==> src/phsc_params.svh <==
// Register offsets, field positions, reset values and limits of the counter
`ifndef PHSC_PARAMS_SVH
`define PHSC_PARAMS_SVH

`define PHSC_ADR_CTRL       8'h00
`define PHSC_ADR_CMD        8'h04
`define PHSC_ADR_STATUS     8'h08
`define PHSC_ADR_IMG_ACC    8'h0c
`define PHSC_ADR_IMG_HIGH   8'h10
`define PHSC_ADR_IMG_LOW    8'h14
`define PHSC_ADR_HW_ACC     8'h18
`define PHSC_ADR_HW_HIGH    8'h1c
`define PHSC_ADR_HW_LOW     8'h20
`define PHSC_ADR_INPUTS     8'h24

`define PHSC_CTRL_RUNG      3
`define PHSC_CTRL_IE        4
`define PHSC_STAT_ARMED     9
`define PHSC_STAT_FAULTED   10
`define PHSC_STAT_CODE_LSB  16

`define PHSC_IN_COUNT       0
`define PHSC_IN_DIR         1
`define PHSC_IN_RESET       2
`define PHSC_IN_HOLD        3

`define PHSC_FAULT_PRESETS  8'h37
`define PHSC_FAULT_NONE     8'h00
`define PHSC_ACC_MAX        16'h7fff
`define PHSC_ACC_MIN        16'h8000
`define PHSC_UP_HIGH_MIN    16'h0001
`define PHSC_WORD_RST       16'h0000

`endif

==> src/phsc_pkg.sv <==
// Types shared by the counter modules
package phsc_pkg;

	typedef enum logic [2:0] {
		PHSC_UP     = 3'h0,
		PHSC_UP_RH  = 3'h1,
		PHSC_PD     = 3'h2,
		PHSC_PD_RH  = 3'h3,
		PHSC_UD     = 3'h4,
		PHSC_UD_RH  = 3'h5
	} phsc_mode_t;

	typedef enum logic [1:0] {
		PHSC_UNCONF  = 2'h0,
		PHSC_ARMED   = 2'h1,
		PHSC_FAULTED = 2'h3
	} phsc_state_t;

	typedef struct packed {
		logic cause_negative_wrap;
		logic cause_positive_wrap;
		logic cause_low_target;
		logic cause_high_target;
		logic low_target_flag;
		logic high_target_flag;
		logic negative_wrap_flag;
		logic positive_wrap_flag;
		logic done_flag;
	} phsc_flags_t;

	typedef struct packed {
		logic load_limits_instr;
		logic load_accumulator_instr;
		logic counter_clear_instr;
		logic counter_config_instr;
	} phsc_cmd_t;

endpackage : phsc_pkg

==> src/phsc_counter.sv <==
// Preset high-speed counter with a classic Wishbone register slave
// What this block does
// - Up mode: count edges, zero at high preset
// - Up mode range zero to max; clear zeroes
// - Reset/hold variant adds inputs two and three
// - First configure copies image count and preset
// - Image preset reaches hardware only on instructions or up reach
// - Up high preset outside range raises 37H
// - Any signed value loads into count
// - Three ways to reach the high preset
// - Up reach: clear counts, reload preset, lossless
// - First up reach sets done, high cause
// - Later up reach sets positive wrap cause
// - Events request routine only when enabled
// - Pulse/direction or up/down input assignment
// - Bidirectional low preset below high else 37H
// - Bidirectional full signed range; clear zeroes
// - Bidirectional high reach: flag only, no reload
// - Three ways to reach the low preset
// - Low reach sets low flag and cause
// - Max to min step sets positive wrap
// - Min to max step sets negative wrap
// - Hold input or false rung stops counting
// - External reset edge zeroes the count
// - Direction low counts up, high counts down
//
// Decided for this implementation: the register offsets and register access over Wishbone.
`timescale 1ns/10ps
`include "phsc_params.svh"
module phsc_counter (
	input  wire logic        ref_clk,
	input  wire logic        rst,
	input  wire logic [3:0]  fieldIn,
	input  wire logic        wb_cyc_i,
	input  wire logic        wb_stb_i,
	input  wire logic        wb_we_i,
	input  wire logic [7:0]  wb_adr_i,
	input  wire logic [31:0] wb_dat_i,
	input  wire logic [3:0]  wb_sel_i,
	output logic             wb_ack_o,
	output logic      [31:0] wb_dat_o,
	output logic             intReq
);
	logic [15:0]           accReg, accNext, highReg, highNext;
	logic [15:0]           lowReg, lowNext;
	logic [15:0]           imgAccReg, imgHighReg, imgLowReg;
	phsc_pkg::phsc_flags_t flagsReg, flagsNext;
	phsc_pkg::phsc_state_t stateReg, stateNext;
	phsc_pkg::phsc_mode_t  modeReg;
	logic                  rungReg, ieReg, ackReg, intReqReg;
	logic [7:0]            faultReg;
	logic [31:0]           datReg;
	logic [3:0]            levels, rises;
	logic                  hiHit, loHit, ovf, unf, checkLim, limBad;
	logic                  upReach, reloadBad;

	// Byte-lane merge of a 16-bit register write
	function automatic logic [15:0] laneMerge(input logic [15:0] old,
		input logic [31:0] d, input logic [3:0] s);
		laneMerge = {s[1] ? d[15:8] : old[15:8], s[0] ? d[7:0] : old[7:0]};
	endfunction : laneMerge

	// Signed greater-or-equal on two's complement words
	function automatic logic sGe(input logic [15:0] a,
		input logic [15:0] b);
		sGe = $signed(a) >= $signed(b);
	endfunction : sGe

	// Field inputs enter through the synchroniser only
	phsc_edge_sync uSync (
		.ref_clk (ref_clk),
		.rst     (rst),
		.fieldIn (fieldIn),
		.levels  (levels),
		.rises   (rises)
	);

	// Wishbone decode; one access answered per request
	wire        busReq  = wb_cyc_i & wb_stb_i & ~ackReg;
	wire        busWr   = busReq & wb_we_i;
	wire [7:0]  adrW    = {wb_adr_i[7:2], 2'b00};
	wire        selCtrl = adrW == `PHSC_ADR_CTRL;
	wire        selCmd  = adrW == `PHSC_ADR_CMD;
	wire        selStat = adrW == `PHSC_ADR_STATUS;
	wire        selIAcc = adrW == `PHSC_ADR_IMG_ACC;
	wire        selIHi  = adrW == `PHSC_ADR_IMG_HIGH;
	wire        selILo  = adrW == `PHSC_ADR_IMG_LOW;
	wire        selHAcc = adrW == `PHSC_ADR_HW_ACC;
	wire        selHHi  = adrW == `PHSC_ADR_HW_HIGH;
	wire        selHLo  = adrW == `PHSC_ADR_HW_LOW;
	wire        selIn   = adrW == `PHSC_ADR_INPUTS;
	wire        wrCtrl  = busWr & selCtrl & wb_sel_i[0];
	wire        wrStat  = busWr & selStat & wb_sel_i[0];

	// Instruction strobes, one cycle each
	wire phsc_pkg::phsc_cmd_t cmd = (busWr & selCmd & wb_sel_i[0]) ?
		phsc_pkg::phsc_cmd_t'(wb_dat_i[3:0]) : 4'h0;
	wire anyCmd = |cmd;

	// Read data selection
	wire [31:0] statWord = {8'h00, faultReg, 5'h00,
		stateReg == phsc_pkg::PHSC_FAULTED,
		stateReg == phsc_pkg::PHSC_ARMED, flagsReg};
	wire [31:0] rdMux =
		selCtrl ? {27'h0, ieReg, rungReg, modeReg} :
		selStat ? statWord :
		selIAcc ? {16'h0, imgAccReg} :
		selIHi  ? {16'h0, imgHighReg} :
		selILo  ? {16'h0, imgLowReg} :
		selHAcc ? {16'h0, accReg} :
		selHHi  ? {16'h0, highReg} :
		selHLo  ? {16'h0, lowReg} :
		selIn   ? {28'h0, levels} : 32'h0;

	// Mode decode
	wire upMode = modeReg == phsc_pkg::PHSC_UP ||
		modeReg == phsc_pkg::PHSC_UP_RH;
	wire pdMode = modeReg == phsc_pkg::PHSC_PD ||
		modeReg == phsc_pkg::PHSC_PD_RH;
	wire udMode = modeReg == phsc_pkg::PHSC_UD ||
		modeReg == phsc_pkg::PHSC_UD_RH;
	wire bidir  = pdMode | udMode;
	wire rhMode = modeReg[0] & (upMode | bidir);
	wire armed  = stateReg == phsc_pkg::PHSC_ARMED;
	wire first  = cmd.counter_config_instr & ~armed;

	// Counting gate: false rung or held input stop counting only
	wire holdOn  = rhMode & levels[`PHSC_IN_HOLD];
	wire countEn = armed & rungReg & ~holdOn;
	wire cntEdge = rises[`PHSC_IN_COUNT];
	wire dirIn   = levels[`PHSC_IN_DIR];
	wire dnEdge  = rises[`PHSC_IN_DIR];
	// Input roles per mode; coincident up and down cancel out
	wire stepUp  = countEn & ((upMode & cntEdge) |
		(pdMode & cntEdge & ~dirIn) |
		(udMode & cntEdge & ~dnEdge));
	wire stepDn  = countEn & ((pdMode & cntEdge & dirIn) |
		(udMode & dnEdge & ~cntEdge));
	wire extClr  = armed & rhMode & rises[`PHSC_IN_RESET];

	// Next count, presets and reach detection
	always_comb begin
		accNext   = accReg;
		highNext  = highReg;
		lowNext   = lowReg;
		checkLim  = 1'b0;
		hiHit     = 1'b0;
		loHit     = 1'b0;
		ovf       = 1'b0;
		unf       = 1'b0;
		limBad    = 1'b0;
		upReach   = 1'b0;
		reloadBad = 1'b0;
		if (first) begin
			accNext  = imgAccReg;
			highNext = imgHighReg;
			lowNext  = imgLowReg;
			checkLim = 1'b1;
		end else if (armed & cmd.counter_clear_instr) begin
			accNext  = `PHSC_WORD_RST;
			if (upMode) begin
				highNext = imgHighReg;
				checkLim = 1'b1;
			end
		end else if (armed & cmd.load_accumulator_instr) begin
			accNext  = imgAccReg;
			if (upMode) begin
				highNext = imgHighReg;
			end
			checkLim = upMode;
			hiHit    = sGe(accNext, highNext);
			loHit    = bidir & sGe(lowReg, accNext);
		end else if (armed & cmd.load_limits_instr) begin
			highNext = imgHighReg;
			lowNext  = imgLowReg;
			checkLim = 1'b1;
			hiHit    = sGe(accReg, highNext);
			loHit    = bidir & sGe(lowNext, accReg);
		end else if (extClr) begin
			accNext = `PHSC_WORD_RST;
		end else if (stepUp) begin
			accNext = accReg + 16'h0001;
			ovf     = accReg == `PHSC_ACC_MAX;
			hiHit   = accNext == highReg;
		end else if (stepDn) begin
			accNext = accReg - 16'h0001;
			unf     = accReg == `PHSC_ACC_MIN;
			loHit   = accNext == lowReg;
		end
		// Preset validity; a bad load keeps count and presets but raises the fault
		if (checkLim) begin
			limBad = upMode ? ~sGe(highNext, `PHSC_UP_HIGH_MIN)
				: (bidir & sGe(lowNext, highNext));
		end
		if (limBad) begin
			accNext  = accReg;
			highNext = highReg;
			lowNext  = lowReg;
			hiHit    = 1'b0;
			loHit    = 1'b0;
		end
		// Up mode reach restarts at zero and takes the image preset
		upReach = upMode & hiHit;
		if (upReach) begin
			accNext   = `PHSC_WORD_RST;
			reloadBad = ~sGe(imgHighReg, `PHSC_UP_HIGH_MIN);
			if (!reloadBad) begin
				highNext = imgHighReg;
			end
		end
	end

	wire evAny    = hiHit | loHit | ovf | unf;
	wire faultSet = limBad | reloadBad;

	// Flags: software clears by writing ones, hardware set wins
	always_comb begin
		flagsNext = flagsReg;
		if (wrStat) begin
			flagsNext[4:0] = flagsReg[4:0] & ~wb_dat_i[4:0];
		end
		if (upReach && !flagsReg.done_flag) begin
			flagsNext.done_flag = 1'b1;
			{flagsNext.cause_negative_wrap, flagsNext.cause_positive_wrap,
			 flagsNext.cause_low_target,
			 flagsNext.cause_high_target} = 4'h1;
		end else if (upReach) begin
			flagsNext.positive_wrap_flag = 1'b1;
			{flagsNext.cause_negative_wrap, flagsNext.cause_positive_wrap,
			 flagsNext.cause_low_target,
			 flagsNext.cause_high_target} = 4'h4;
		end else if (hiHit) begin
			flagsNext.high_target_flag = 1'b1;
			{flagsNext.cause_negative_wrap, flagsNext.cause_positive_wrap,
			 flagsNext.cause_low_target,
			 flagsNext.cause_high_target} = 4'h1;
		end else if (loHit) begin
			flagsNext.low_target_flag = 1'b1;
			{flagsNext.cause_negative_wrap, flagsNext.cause_positive_wrap,
			 flagsNext.cause_low_target,
			 flagsNext.cause_high_target} = 4'h2;
		end
		if (ovf) begin
			flagsNext.positive_wrap_flag = 1'b1;
			{flagsNext.cause_negative_wrap, flagsNext.cause_positive_wrap,
			 flagsNext.cause_low_target,
			 flagsNext.cause_high_target} = 4'h4;
		end else if (unf) begin
			flagsNext.negative_wrap_flag = 1'b1;
			{flagsNext.cause_negative_wrap, flagsNext.cause_positive_wrap,
			 flagsNext.cause_low_target,
			 flagsNext.cause_high_target} = 4'h8;
		end
	end

	// Configuration state
	always_comb begin
		case (stateReg)
			phsc_pkg::PHSC_UNCONF, phsc_pkg::PHSC_FAULTED: begin
				stateNext = stateReg;
				if (first) begin
					stateNext = limBad ? phsc_pkg::PHSC_FAULTED
						: phsc_pkg::PHSC_ARMED;
				end
			end
			phsc_pkg::PHSC_ARMED: begin
				stateNext = faultSet ? phsc_pkg::PHSC_FAULTED
					: phsc_pkg::PHSC_ARMED;
			end
			default: begin
				stateNext = phsc_pkg::PHSC_UNCONF;
			end
		endcase
	end

	// Counter core registers
	always_ff @(posedge ref_clk) begin
		if (rst) begin
			accReg   <= `PHSC_WORD_RST;
			highReg  <= `PHSC_WORD_RST;
			lowReg   <= `PHSC_WORD_RST;
			flagsReg <= '0;
			stateReg <= phsc_pkg::PHSC_UNCONF;
			faultReg <= `PHSC_FAULT_NONE;
		end else begin
			accReg   <= accNext;
			highReg  <= highNext;
			lowReg   <= lowNext;
			flagsReg <= flagsNext;
			stateReg <= stateNext;
			if (faultSet) begin
				faultReg <= `PHSC_FAULT_PRESETS;
			end else if (first) begin
				faultReg <= `PHSC_FAULT_NONE;
			end
		end
	end

	// Software image and control registers
	always_ff @(posedge ref_clk) begin
		if (rst) begin
			imgAccReg  <= `PHSC_WORD_RST;
			imgHighReg <= `PHSC_WORD_RST;
			imgLowReg  <= `PHSC_WORD_RST;
			modeReg    <= phsc_pkg::PHSC_UP;
			rungReg    <= 1'b0;
			ieReg      <= 1'b0;
		end else begin
			if (upReach) begin
				imgAccReg <= `PHSC_WORD_RST;
			end else if (busWr & selIAcc) begin
				imgAccReg <= laneMerge(imgAccReg, wb_dat_i, wb_sel_i);
			end
			if (busWr & selIHi) begin
				imgHighReg <= laneMerge(imgHighReg, wb_dat_i, wb_sel_i);
			end
			if (busWr & selILo) begin
				imgLowReg <= laneMerge(imgLowReg, wb_dat_i, wb_sel_i);
			end
			if (wrCtrl) begin
				modeReg <= phsc_pkg::phsc_mode_t'(wb_dat_i[2:0]);
				rungReg <= wb_dat_i[`PHSC_CTRL_RUNG];
			end
			if (first) begin
				ieReg <= 1'b1;
			end else if (wrCtrl) begin
				ieReg <= wb_dat_i[`PHSC_CTRL_IE];
			end
		end
	end

	// Bus answer and routine request, all registered
	always_ff @(posedge ref_clk) begin
		if (rst) begin
			ackReg    <= 1'b0;
			datReg    <= 32'h0;
			intReqReg <= 1'b0;
		end else begin
			ackReg    <= busReq;
			datReg    <= (busReq & ~wb_we_i) ? rdMux : 32'h0;
			intReqReg <= evAny & ieReg;
		end
	end

	assign wb_ack_o = ackReg;
	assign wb_dat_o = datReg;
	assign intReq   = intReqReg;
endmodule : phsc_counter

==> src/phsc_edge_sync.sv <==
// Field input synchroniser and off-to-on edge detector
`timescale 1ns/10ps
module phsc_edge_sync (
	input  wire logic       ref_clk,
	input  wire logic       rst,
	input  wire logic [3:0] fieldIn,
	output logic      [3:0] levels,
	output logic      [3:0] rises
);
	logic [3:0] meta_reg;
	logic [3:0] sync_reg;
	logic [3:0] prev_reg;

	// Two stages, then one more sample for the edge compare
	always_ff @(posedge ref_clk) begin
		if (rst) begin
			meta_reg <= 4'h0;
			sync_reg <= 4'h0;
			prev_reg <= 4'h0;
		end else begin
			meta_reg <= fieldIn;
			sync_reg <= meta_reg;
			prev_reg <= sync_reg;
		end
	end

	// Edge is the current sample high and the previous one low
	assign levels = sync_reg;
	assign rises  = sync_reg & ~prev_reg;
endmodule : phsc_edge_sync

==> config.mk <==
export PLATFORM = sky130hd
export DESIGN_NAME = phsc_counter
export DESIGN_NICKNAME = d
export VERILOG_FILES = /design/src/phsc_pkg.sv /design/src/phsc_counter.sv /design/src/phsc_edge_sync.sv
export VERILOG_INCLUDE_DIRS = /design/src /design/src/src
export SDC_FILE = /design/constraint.sdc
export NUM_CORES = 1
export LEC_CHECK = 0
export BUFFER_PORTS_ARGS = -buffer_cell sky130_fd_sc_hd__buf_4
export CAP_MARGIN = 20
export CORE_UTILIZATION = 40
export DETAILED_ROUTE_END_ITERATION = 8
export PLACE_DENSITY_LB_ADDON = 0.08
export SLEW_MARGIN = 0
export SYNTH_ARGS = -nofsm -noshare
export SYNTH_HDL_FRONTEND = slang
export SYNTH_SLANG_ARGS = --single-unit
==> constraint.sdc <==
create_clock -name ref_clk -period 6.8 [get_ports ref_clk]
set_clock_uncertainty 0.1 [all_clocks]
set_input_delay 1.02 -clock ref_clk [delete_from_list [all_inputs] [get_ports ref_clk]]
set_output_delay 1.02 -clock ref_clk [all_outputs]
set_load 0.03 [all_outputs]
-- Word-level counts from Yosys, hierarchy flattened
Cells that the tools add are included.
- word-level logic and storage cells: 249
- output and inout bits: 34
- bits in registers: 160
- bits of input ports: 53
- reduce and logical (&&, ||, !) cells: 31
- muxes and demuxes: 93
- eq/ne operators: 22
- order comparisons: 7
- bitwise operators: 62
- add/sub/neg operators: 2
- operators by type and width (cell ; count):
    $mux 16 ; 28
    $ge 16x16->1 ; 5
    $mux 1 ; 46
    $and 1x1->1 ; 38
    $eq 16x16->1 ; 2
    $ge 16x2->1 const B ; 2
    $eq 6x3->1 const B ; 4
    $mux 4 ; 6
    $mux 22 ; 1
    $add 16x1->16 const B ; 1
    $eq 16x15->1 const B ; 1
    $eq 16x16->1 const B ; 1
    $sub 16x1->16 const B ; 1
    $mux 5 ; 3
    $eq 6x2->1 const B ; 2
    $eq 6x4->1 const B ; 2
    $mux 6 ; 2
    $reduce_and 2->1 ; 6
    $reduce_bool 6->1 ; 2
    $not 1->1 ; 11
    $mux 2 ; 5
    $reduce_or 10->1 ; 1
    $or 1x1->1 ; 9
    $logic_not 8->1 ; 1
    other kinds (27) ; 37

-- Longest topological paths before layout
Gate-level depths: netlist (run 1).
- depth in word-level cells: 24
- mapped depth: 24
- gate-level depth less buffers: 17

-- Cells and area by module
A second synthesis (run 1) with hierarchy kept.
- cell total of the unflattened synthesis: 1423
- area, all modules: 11323.4 um2
- modules (own cells, without submodules) (module ; times used ; sequential area each (um2) ; area each (um2) ; cells an instance):
    phsc_counter ; 1 ; 2642.5 ; 10931.7 ; 1394
    phsc_edge_sync ; 1 ; 240.2 ; 391.6 ; 29

-- Least setup slack after synthesis (run 1)
No wires, ideal clock.
- kind: input-to-reg
- start point: in wb_dat_i[1]
- end point: reg accReg[13]
- slack: 1533 ps
- data required time: 6630 ps
- setup time: 70 ps
- stages on the path: 18
- arrival: 5096 ps
- cell sequence: nor3b_2 a21oi_2 nor2_1 buf_4 clkbuf_1 mux2_2 ha_1 nor2b_1 o211ai_1 a2111o_1 o211ai_1 mux2i_1 a211o_1 buf_1 nor2_2 buf_2 or4_1 a21oi_1
- longest elaborated chain between the ends: 11
- ends and longest elaborated chain (element ; RTL line ; RTL):
    start: declaration ; phsc_counter.sv:38 ; input wire logic [31:0] wb_dat_i,
    $mux 4 (*) ; phsc_counter.sv:96 ; wire phsc_pkg::phsc_cmd_t cmd = (busWr & selCmd & wb_sel_i[0]) ?
    $and 1x1->1 (*) ; phsc_counter.sv:159 ; end else if (armed & cmd.counter_clear_instr) begin
    $mux 16 ; phsc_counter.sv:159 ;
    $mux 16 ; phsc_counter.sv:154 ; if (first) begin
    $ge 16x16->1 or $ge 16x2->1 (tied branches) ; phsc_counter.sv:66 ; sGe = $signed(a) >= $signed(b);
    $and 1x1->1 or $not 1->1 (tied branches) ; phsc_counter.sv:193, phsc_counter.sv:192 ;
    $mux 1 ; phsc_counter.sv:192 ; limBad = upMode ? ~sGe(highNext, `PHSC_UP_HIGH_MIN)
    $mux 1 ; phsc_counter.sv:191 ; if (checkLim) begin
    $mux 1 ; phsc_counter.sv:195 ; if (limBad) begin
    $and 1x1->1 ; phsc_counter.sv:203 ; upReach = upMode & hiHit;
    $reduce_or 2->1 (no source line) ; -- ;
    end signal: assignment ; phsc_counter.sv:279 ; accReg <= `PHSC_WORD_RST;
    end signal: assignment ; phsc_counter.sv:286 ; accReg <= accNext;
    end: declaration ; phsc_counter.sv:44 ; logic [15:0] accReg, accNext, highReg, highNext;
Mark *: on every way between the ends. The rest lies on a longest branch, timed or not.
A chain may end at the register's enable or synchronous reset.

-- Worst setup path in the final report (run 1)
- start point: in wb_adr_i[5]
- end point: reg accReg[5]
- longest elaborated chain between the ends: 16
- ends and longest elaborated chain (element ; RTL line ; RTL):
    start: declaration ; phsc_counter.sv:37 ; input wire logic [7:0] wb_adr_i,
    $eq 6x1->1 (no source line) (*) ; -- ;
    $and 1x1->1 (*) (2 in a row) ; phsc_counter.sv:96 ;
    $mux 4 (*) ; phsc_counter.sv:96 ;
    $and 1x1->1 ; phsc_counter.sv:173 ; end else if (armed & cmd.load_limits_instr) begin
    $mux 16 ; phsc_counter.sv:173 ;
    $mux 16 ; phsc_counter.sv:165 ; end else if (armed & cmd.load_accumulator_instr) begin
    $mux 16 ; phsc_counter.sv:159 ;
    $mux 16 ; phsc_counter.sv:154 ;
    $ge 16x16->1 or $ge 16x2->1 (tied branches) ; phsc_counter.sv:66 ;
    $and 1x1->1 or $not 1->1 (tied branches) ; phsc_counter.sv:193, phsc_counter.sv:192 ;
    $mux 1 ; phsc_counter.sv:192 ;
    $mux 1 ; phsc_counter.sv:191 ;
    $mux 1 ; phsc_counter.sv:195 ;
    $and 1x1->1 ; phsc_counter.sv:203 ;
    $reduce_or 2->1 (no source line) ; -- ;
Marks and branches as above.

==> out/results.ini, run 1 <==
[route]
drt-vias-per-instance=6.32
wire_per_inst_um=25.3
routed_wl_mm=45.0
vias=11242
dr.pass1.iters=6
antenna_left=0
drc=0
drt_first_iter_violations=1514

[timing]
period_needed_ps=5700
timing.slew.headroom_pct=27.2
setup_viol=0
worst_slack_ps=1100
worstMarginPinSlew_ps=1090
rsz0062_at_grt=false
maxSlewViolCount=0
hold_violations=0
setup_tns_ps=0
max_freq_mhz=175
min_period_over_period_pct=83.8

[logic_synthesis]
ys_warn_count=0
synth_cells=1417
ys_seq_area_share_pct=25.8
syn-cell-area_um2=11100
netlist.area_leader.share_pct=25.8
synthTopCellsByArea=dfxtp_1 26%, ha_1 9.7%, a21oi_1 6.2%, mux2i_1 5.0%, nand2_1 4.5%
ys_ff_latch=143
async_reset_ff_share_pct=0
synth_ff_type=dfxtp_1
yosys.area.top_type=dfxtp_1
synth-edff-count=0
ys_types=86
syn_area_per_cell_um2=7.82

[clock_tree]
cts_sinks=143
cts-htree-levels=4
ctsResizeCount=0
cts_tree=yes
post_cts_buffers=0
clk_pin_slew_worst_paths_ps=70
clock_path_buffers=2
clkLatencyLatePin_ps=450
cts_hold_buf=0
cts_buffers=17
cts-root-buf=clkbuf_16

[status]
status=finished clean

[hold_path]
hold_class=reg -> reg

[floorplan]
die_w_um=168
die_y_um=168
pin_count=87
start_util_pct=41.0
core.rowCount=60
core_um2=27000
dieArea_um2=28400

[pwr]
power_leakage_nw=4.76
power.density_nw_per_um2=163
peakVddDrop_mv=0.161

[critical_path]
cp.arrival_ps=5970
setup.worst_path.start_class=primary input
worstPathRequired_ps=7070
cp-end-kind=flop
ff2ff_setup_slack_ps=1480
worstSetupPathType=in -> reg
worstPathMaxFanout=19

[global_route]
grt_pass1_vias=10268
grtUsageTotal_pct=31.9
grt_pass1_wl_mm=67.1
antenna_found_initial=1
grt-ovfl-total=0
grt_max_degree=94

[flow_run]
drv_cap=0

[final_layout]
drive_gt1_share_pct=12.1
num-fill-cells=2779
largest_reg_flops=17
syn2layout_area_growth_pct=11.6
diodes=0
nets=1563

[placement]
io_buffer_count=55
dpl_worst_slack_ps=770
detailed_place_hpwl_mm=33.6
place.gp.congestion=0.943

-- worst paths after layout --
kind | startpoint | end | cells past startpoint
hold / removal | uSync.meta_reg[1] | uSync.levels[1] | 1
setup / recovery | wb_adr_i[5] | accReg[5] | 18
hold reg to reg | uSync.meta_reg[1] | uSync.levels[1] | 1
setup reg to reg | stateReg[0] | accReg[5] | 17
-- through the flow --
step | utilization (%) | std cells | hold WS [ps] | area, um2 | total power (W)
after global routing | 45.8 | 1778 | 352 | 12400 | 0.00207
final | 45.8 | 1778 | 337 | 12400 | 0.00201
after CTS | 45.7 | 1777 | 343 | 12400 | 0.00202
after global placement | 43.3 | 1744 | 316 | 11700 | 0.000973
after detailed placement | 43.3 | 1745 | 326 | 11700 | 0.000973
after floorplan | - | 1427 | 314 | 11100 | 0.000932
-- area by class of cell --
cell class | instances | area [um2] | share of cell area, %
Timing Repair Buffer | 84 | 651 | 5.26
Sequential cell | 143 | 2860 | 23.2
Clock inverter | 13 | 200 | 1.62
Tap cell | 341 | 427 | 3.45
Inverter | 57 | 214 | 1.73
Multi-Input combinational cell | 1121 | 7570 | 61.2
Clock buffer | 19 | 443 | 3.58
-- per-layer routing --
layer / track usage, % / part of all wire (%)
met5: 0 / 0.027
met4: 9.96 / 2.7
met3: 6.54 / 8.4
met2: 47.4 / 43
met1: 45.9 / 46
-- report_power, final --
part	switching [W]	internal [W]	total, W	leakage (nW)
logic	0.0000772	0.0000342	0.000111	3.30
registers	0.00000359	0.000841	0.000845	1.15
clock network	0.000424	0.000633	0.00106	0.311
-- worst max-delay path, stage by stage --
cell and delay, ps:
buf_4 130, nor4_4 560, nand4_1 170, buf_4 220, nor2_2 80, buf_4 240
buf_4 260, mux2_2 370, ha_1 320, nand4_1 280, a2111o_1 430, o211ai_1 120
mux2i_1 310, a211o_1 390, nor2_2 80, buf_4 230, or4_1 540, a21oi_1 170
-- cells in the mapped netlist (41+ instances only) --
master	count
clkbuf_1	59
nand2_1	134
a21oi_1	138
dfxtp_1	143
nand3_1	57
ha_1	86
xnor2_1	41
mux2i_1	55
nor2_1	106
o21ai_0	65
nor3_1	57
inv_1	56
-- cell families (layout without fill, tap and decap cells) --
| kind of cell | Yosys count | in the layout | synth area share (%) |
|---|---|---|---|
| fa+ha+maj | 86 | 86 | 9.71 |
| simple gates | 531 | 531 | 24.8 |
| xor+xnor | 55 | 55 | 4.35 |
| other cells | 1 | 11 | 0.0339 |
| flops | 143 | 143 | 25.8 |
| compound gates | 358 | 358 | 20.6 |
| mux | 80 | 80 | 8.22 |
| buf+inv | 163 | 173 | 6.38 |
-- cells in the final DEF, fill, tap and decap left out, drive strengths merged, types with 13 or more instances in the layout --
master,netlist,layout
mux2,18,18
buf,47,84
inv,57,62
o21ai,67,67
dfxtp,143,143
nor4,20,20
a21oi,140,140
nand4,30,30
o211ai,13,13
nand3b,14,14
nand2,135,135
a211oi,13,13
xor2,14,14
nor2b,18,18
xnor2,41,41
ha,86,86
clkbuf,59,19
and2,16,16
mux2i,55,55
nor2,107,107
nand2b,15,15
nor3,57,57
a22oi,18,18
nand3,57,57
a31oi,16,16
(Power assumes the default switching activity.)
==> run 2: changes to the inputs <==
--- a/config.mk
+++ b/config.mk
@@ -6,6 +6,7 @@
 export SDC_FILE = /design/constraint.sdc
 export NUM_CORES = 1
 export LEC_CHECK = 0
+export ABC_AREA = 1
 export BUFFER_PORTS_ARGS = -buffer_cell sky130_fd_sc_hd__buf_4
 export CAP_MARGIN = 20
 export CORE_UTILIZATION = 40
==> constraint.sdc (replaced) <==
create_clock -name ref_clk -period 5.7 [get_ports ref_clk]
set_clock_uncertainty 0.1 [all_clocks]
set_input_delay 0.855 -clock ref_clk [delete_from_list [all_inputs] [get_ports ref_clk]]
set_output_delay 0.855 -clock ref_clk [all_outputs]
set_load 0.03 [all_outputs]
==> run 2 against run 1 <==
- register-to-register slack worse by 670 ps
- sequential share of layout area rose by 0.35 points
- first-iteration DRC count shrank 13%
- critical endpoint is now imgAccReg[8]
- the flow now finishes with violations (DRC)
- final area decreased by 1.5%
==> out/results.ini, run 2 <==
[logic_synthesis]
syn_area_per_cell_um2=6.27
syn-cell-area_um2=11000
ys_seq_area_share_pct=26.1
ys_types=49
ys_warn_count=0
async_reset_ff_share_pct=0
synth_cells=1751
ys_ff_latch=143
synth-edff-count=0
synthTopCellsByCount=427 x nand2_1, 245 x nor2_1, 198 x inv_1, 164 x o21ai_0, 143 x dfxtp_1
netlist.area_leader.share_pct=26.1
synth_most_common_cell=nand2_1
yosys.area.top_type=dfxtp_1
synthTopCellsByArea=dfxtp_1 26%, nand2_1 15%, ha_1 9.8%, nor2_1 8.4%, o21ai_0 7.5%
synth_ff_type=dfxtp_1

[route]
routed_wl_mm=49.2
vias=12109
drt_first_iter_violations=1310
dr.pass1.iters=9
drt-vias-per-instance=5.68
antenna_left=0
wire_per_inst_um=23.1
drc=2

[global_route]
grt_pass1_wl_mm=72.4
grtUsageTotal_pct=35.5
grt_max_degree=65
antenna_found_initial=1
grt_pass1_vias=10959
grt-ovfl-total=0

[hold_path]
hold_end=uSync.levels[0]
hold_class=reg -> reg
worstHoldStart=uSync.meta_reg[0]
hold_path_depth=2

[pwr]
peakVddDrop_mv=0.179
power_leakage_nw=5.58
finalPower_w=0.00229
power.density_nw_per_um2=188

[clock_tree]
cts-root-buf=clkbuf_16
cts_tree=yes
clk_pin_slew_worst_paths_ps=80
cts_sinks=143
cts-htree-levels=4
clkLatencyLatePin_ps=450
clock_path_buffers=2
post_cts_buffers=0
ctsResizeCount=0
cts_buffers=17
cts_hold_buf=0

[critical_path]
r2r_start=stateReg[0]
reg2reg_depth=26
ff2ff_setup_slack_ps=810
cp-end-kind=flop
cp.arrival_ps=5090
startpoint=stateReg[0]
worstPathRequired_ps=5900
crit-reg2reg-capture=imgAccReg[8]
setup.worst_path.start_class=flop
worstSetupPathType=reg -> reg
worstPathMaxFanout=30

[status]
status=complete, but fails checks
violations=DRC

[final_layout]
drive_gt1_share_pct=8.10
num-fill-cells=2917
final_cell_mix=427 x nand2_1, 244 x nor2_1, 197 x inv_1
nets=1916
instances_no_fill=2131
final_common_cell=nand2_1
syn2layout_area_growth_pct=11.0
diodes=0
largest_reg_flops=17

[floorplan]
core.rowCount=60
start_util_pct=40.7
pin_count=87
dieArea_um2=28100
die_y_um=168
core_um2=27000
die_w_um=168

[timing]
maxSlewViolCount=0
period_needed_ps=4890
setup_viol=0
timing.slew.headroom_pct=23.8
max_freq_mhz=204
rsz0062_at_grt=false
min_period_over_period_pct=85.8
worstMarginPinSlew_ps=1140
hold_violations=0
setup_tns_ps=0

[placement]
io_buffer_count=55
detailed_place_hpwl_mm=38.2
place.gp.congestion=0.974
dp_cells=2099

[flow_run]
drv_cap=0

## run 2: cell families (layout without fill, tap and decap cells)
kind of cell / count (synthesis) / after routing / share of synthesized area, %
other: 1 / 11 / 0.0342
flip-flops: 143 / 143 / 26.1
adder cells (fa/ha/maj): 86 / 86 / 9.80
AO/OA/AOI/OAI: 370 / 370 / 19.4
buffers and inverters: 283 / 312 / 10.9
XOR/XNOR: 14 / 14 / 1.37
AND/OR/NAND/NOR: 854 / 854 / 32.5
## run 2: through the flow
stage	worst slack (ps)	hold WS, ps	instance area (um2)	util [%]
after detailed placement	584	295	11600	43.1
after global placement	652	289	11600	43.1
after global routing	523	322	12200	45.2
final	810	289	12200	45.2
after CTS	920	292	12200	45.2
after floorplan	1620	288	11000	-
## run 2: area by class of cell
| cell class | instances | area, um2 | area share, % |
|---|---|---|---|
| clock buffers | 20 | 447 | 3.67 |
| repair buffers | 74 | 581 | 4.77 |
| multi-input cells | 1335 | 6960 | 57.2 |
| well taps | 341 | 427 | 3.50 |
| clock inverters | 12 | 124 | 1.02 |
| inverters | 206 | 778 | 6.39 |
| flip-flops and latches | 143 | 2860 | 23.5 |
## run 2: per-layer routing
layer / track usage (%) / routed length, um / vias up
li1: - / - / 5809
met1: 45.0 / 20700 / 5606
met2: 58.2 / 22200 / 553
met3: 4.89 / 3390 / 141
met4: 19.2 / 2920 / 0
met5: 0 / 0 / -
## run 2: worst max-delay path: stages (launching register included)
cell and delay, ps:
dfxtp_1 380, ha_1 370, nand2_1 180, inv_1 150
nor2_1 50, nand4_1 160, nand2_1 140, buf_12 190
o21ai_0 540, ha_1 390, nand2_1 100, inv_1 60
nand3_1 60, o21ai_0 90, nor3_1 270, nand3_1 120
nand2_1 70, nand3_1 60, nand2_1 60, inv_1 70
nand2_4 90, inv_4 80, nor2_4 220, nand2_2 90
nand2_2 260, buf_12 240, a211oi_1 70
## run 2: worst max path at each step
| stage | cells past startpoint | slack (ps) | to |
|---|---|---|---|
| 3_3_place_gp | 27 | 650 | imgAccReg[9] |
| 2_1_floorplan | 26 | 1620 | imgAccReg[5] |
| 4_1_cts | 26 | 920 | imgAccReg[8] |
| 3_5_place_dp | 27 | 580 | imgAccReg[8] |
| 6_report | 26 | 810 | imgAccReg[8] |
| 5_1_grt | 26 | 520 | flagsReg[5] |
## run 2: report_power, final
part	internal (W)	switching (W)
clock network	0.000624	0.000536
logic	0.0000344	0.0000870
registers	0.00100	0.00000331
==> run 3: changes to the inputs <==
--- a/config.mk
+++ b/config.mk
@@ -10,6 +10,7 @@
 export BUFFER_PORTS_ARGS = -buffer_cell sky130_fd_sc_hd__buf_4
 export CAP_MARGIN = 20
 export CORE_UTILIZATION = 40
+export CTS_BUF_LIST = sky130_fd_sc_hd__clkbuf_8
 export DETAILED_ROUTE_END_ITERATION = 8
 export PLACE_DENSITY_LB_ADDON = 0.08
 export SLEW_MARGIN = 0
==> run 3 against run 2 <==
- the flow still finishes with violations (DRC)
- core utilization shrank 0.71 points
- cell count is the same
- largest power group is now sequential cells
- sequential cell count is the same
- final area shrank 1.6%
- sequential power is essentially flat
- combinational power is essentially flat
- first-iteration DRC count shrank 5.6%
- maximum frequency grew 0.72%
- clock-buffer cell count shrank 2
- die area is the same
- routed wire length shrank 0.49%
- worst hold slack lost 7.6 ps
==> out/results.ini, run 3 (synthesized netlist as in run 2, its figures left out) <==
[final_layout]
instances_no_fill=2131
nets=1916
final_cell_mix=427 x nand2_1, 244 x nor2_1, 199 x inv_1
diodes=0
syn2layout_area_growth_pct=9.23
drive_gt1_share_pct=8.10
final_util_pct=44.5
largest_reg_flops=17
final_common_cell=nand2_1

[timing]
setup_tns_ps=0
timing.slew.headroom_pct=23.7
min_period_over_period_pct=85.2
hold_violations=0
hold_slack_ps=282
max_freq_mhz=206
setup_viol=0
worstMarginPinSlew_ps=1140
maxSlewViolCount=0
rsz0062_at_grt=false
period_needed_ps=4860

[route]
dr.pass1.iters=8
wl_met3_mm=2.78
wire_per_inst_um=23.0
drt-vias-per-instance=5.66
wl_met2_mm=22.3
routed_wl_mm=49.0
maxUsedRoutingLayer=met5
vias=12051
antenna_left=0
wl_met1_mm=21.0
drc=2
drt_first_iter_violations=1236

[global_route]
grt-ovfl-total=0
antenna_found_initial=2
grt_pass1_vias=10961
grt_pass1_wl_mm=72.3
grt_max_degree=65
grtUsageTotal_pct=35.3

[floorplan]
dieArea_um2=28100
pin_count=87
core_um2=27000
core.rowCount=60
die_y_um=168
start_util_pct=40.7
die_w_um=168

[critical_path]
worstPathRequired_ps=5940
crit_top_cell=nand2_1
ff2ff_setup_slack_ps=840
cp-end-kind=flop
startpoint=stateReg[0]
r2r_start=stateReg[0]
worstPathMaxFanout=30
critical-path-slowest-cell=o21ai_0
crit-reg2reg-capture=imgAccReg[8]
slowest_delay_ps=520
worstSetupPathType=reg -> reg
cp.arrival_ps=5090
cp.depth=26
reg2reg_depth=26
endpoint=imgAccReg[8]
cp_num_buf_inv=6
setup.worst_path.start_class=flop
path_delay_family=simple AND/OR/NAND/NOR gates

[clock_tree]
cts_sinks=143
clkLatencyLatePin_ps=490
cts-root-buf=clkbuf_8
ctsResizeCount=0
cts_buffers=17
cts_tree=yes
clk_pin_slew_worst_paths_ps=110
cts-htree-levels=4
clock_path_buffers=2
post_cts_buffers=0
cts_hold_buf=0

[placement]
place.gp.congestion=0.974
detailed_place_hpwl_mm=38.2
dp_cells=2099
io_buffer_count=55

[flow_run]
drv_cap=0

[status]
violations=DRC
status=complete, but fails checks

[pwr]
peakVddDrop_mv=0.136
power_leakage_nw=5.51
power.density_nw_per_um2=166

[hold_path]
hold_path_depth=2
hold_class=reg -> reg

run 3: changes by cell type in the layout (fill, tap and decap cells not counted):
cell / before / now
clkbuf_16: 17 / 0
clkbuf_8: 1 / 18
clkbuf_1: 2 / 0
inv_1: 197 / 199
run 3: per-layer routing:
| layer | up-vias | GRT usage (%) |
|---|---|---|
| met5 | - | 0 |
| met2 | 504 | 58.0 |
| met3 | 115 | 4.68 |
| met1 | 5623 | 44.7 |
| met4 | 2 | 19.7 |
| li1 | 5807 | - |
run 3: worst min path at each step:
stage                     slack [ps]               from              end
final                            280  uSync.meta_reg[0]  uSync.levels[0]
after global routing             330  uSync.meta_reg[1]  uSync.levels[1]
after CTS                        290  uSync.meta_reg[0]  uSync.levels[0]
after detailed placement         290  uSync.meta_reg[0]  uSync.levels[0]
after global placement           290  uSync.meta_reg[1]  uSync.levels[1]
after floorplan                  290  uSync.meta_reg[0]  uSync.levels[0]
run 3: layout make-up:
class                      count  area (um2)
tap                          341         427
timing repair buffer          74         581
fill                        2943       15000
sequential                   143        2860
clock inverter                14         131
multi-input combinational   1335        6960
clock buffer                  18         248
inverter                     206         778
run 3: through the flow:
step / worst slack (ps) / power (W) / area (um2)
after global placement: 652 / 0.00115 / 11600
after CTS: 914 / 0.00199 / 12000
final: 845 / 0.00198 / 12000
after global routing: 519 / 0.00204 / 12000
after detailed placement: 584 / 0.00115 / 11600
after floorplan: 1620 / 0.00110 / 11000
run 3: power by group:
| part | total, W | internal [W] | switching (W) |
|---|---|---|---|
| clock network | 0.000858 | 0.000364 | 0.000494 |
| logic | 0.000121 | 0.0000344 | 0.0000865 |
| registers | 0.00101 | 0.00100 | 0.00000332 |
| total | 0.00198 | 0.00140 | 0.000583 |
run 3: worst register-to-register path, stage by stage (launching register included):
cell      delay, ps
dfxtp_1         390
ha_1            370
nand2_1         180
inv_1           150
nor2_1           50
nand4_1         160
nand2_1         140
buf_12          190
o21ai_0         530
ha_1            390
nand2_1         100
inv_1            50
nand3_1          50
o21ai_0          90
nor3_1          270
nand3_1         120
nand2_1          80
nand3_1          60
nand2_1          60
inv_1            70
nand2_4          90
inv_4            90
nor2_4          230
nand2_2          90
nand2_2         260
buf_12          240
a211oi_1        100
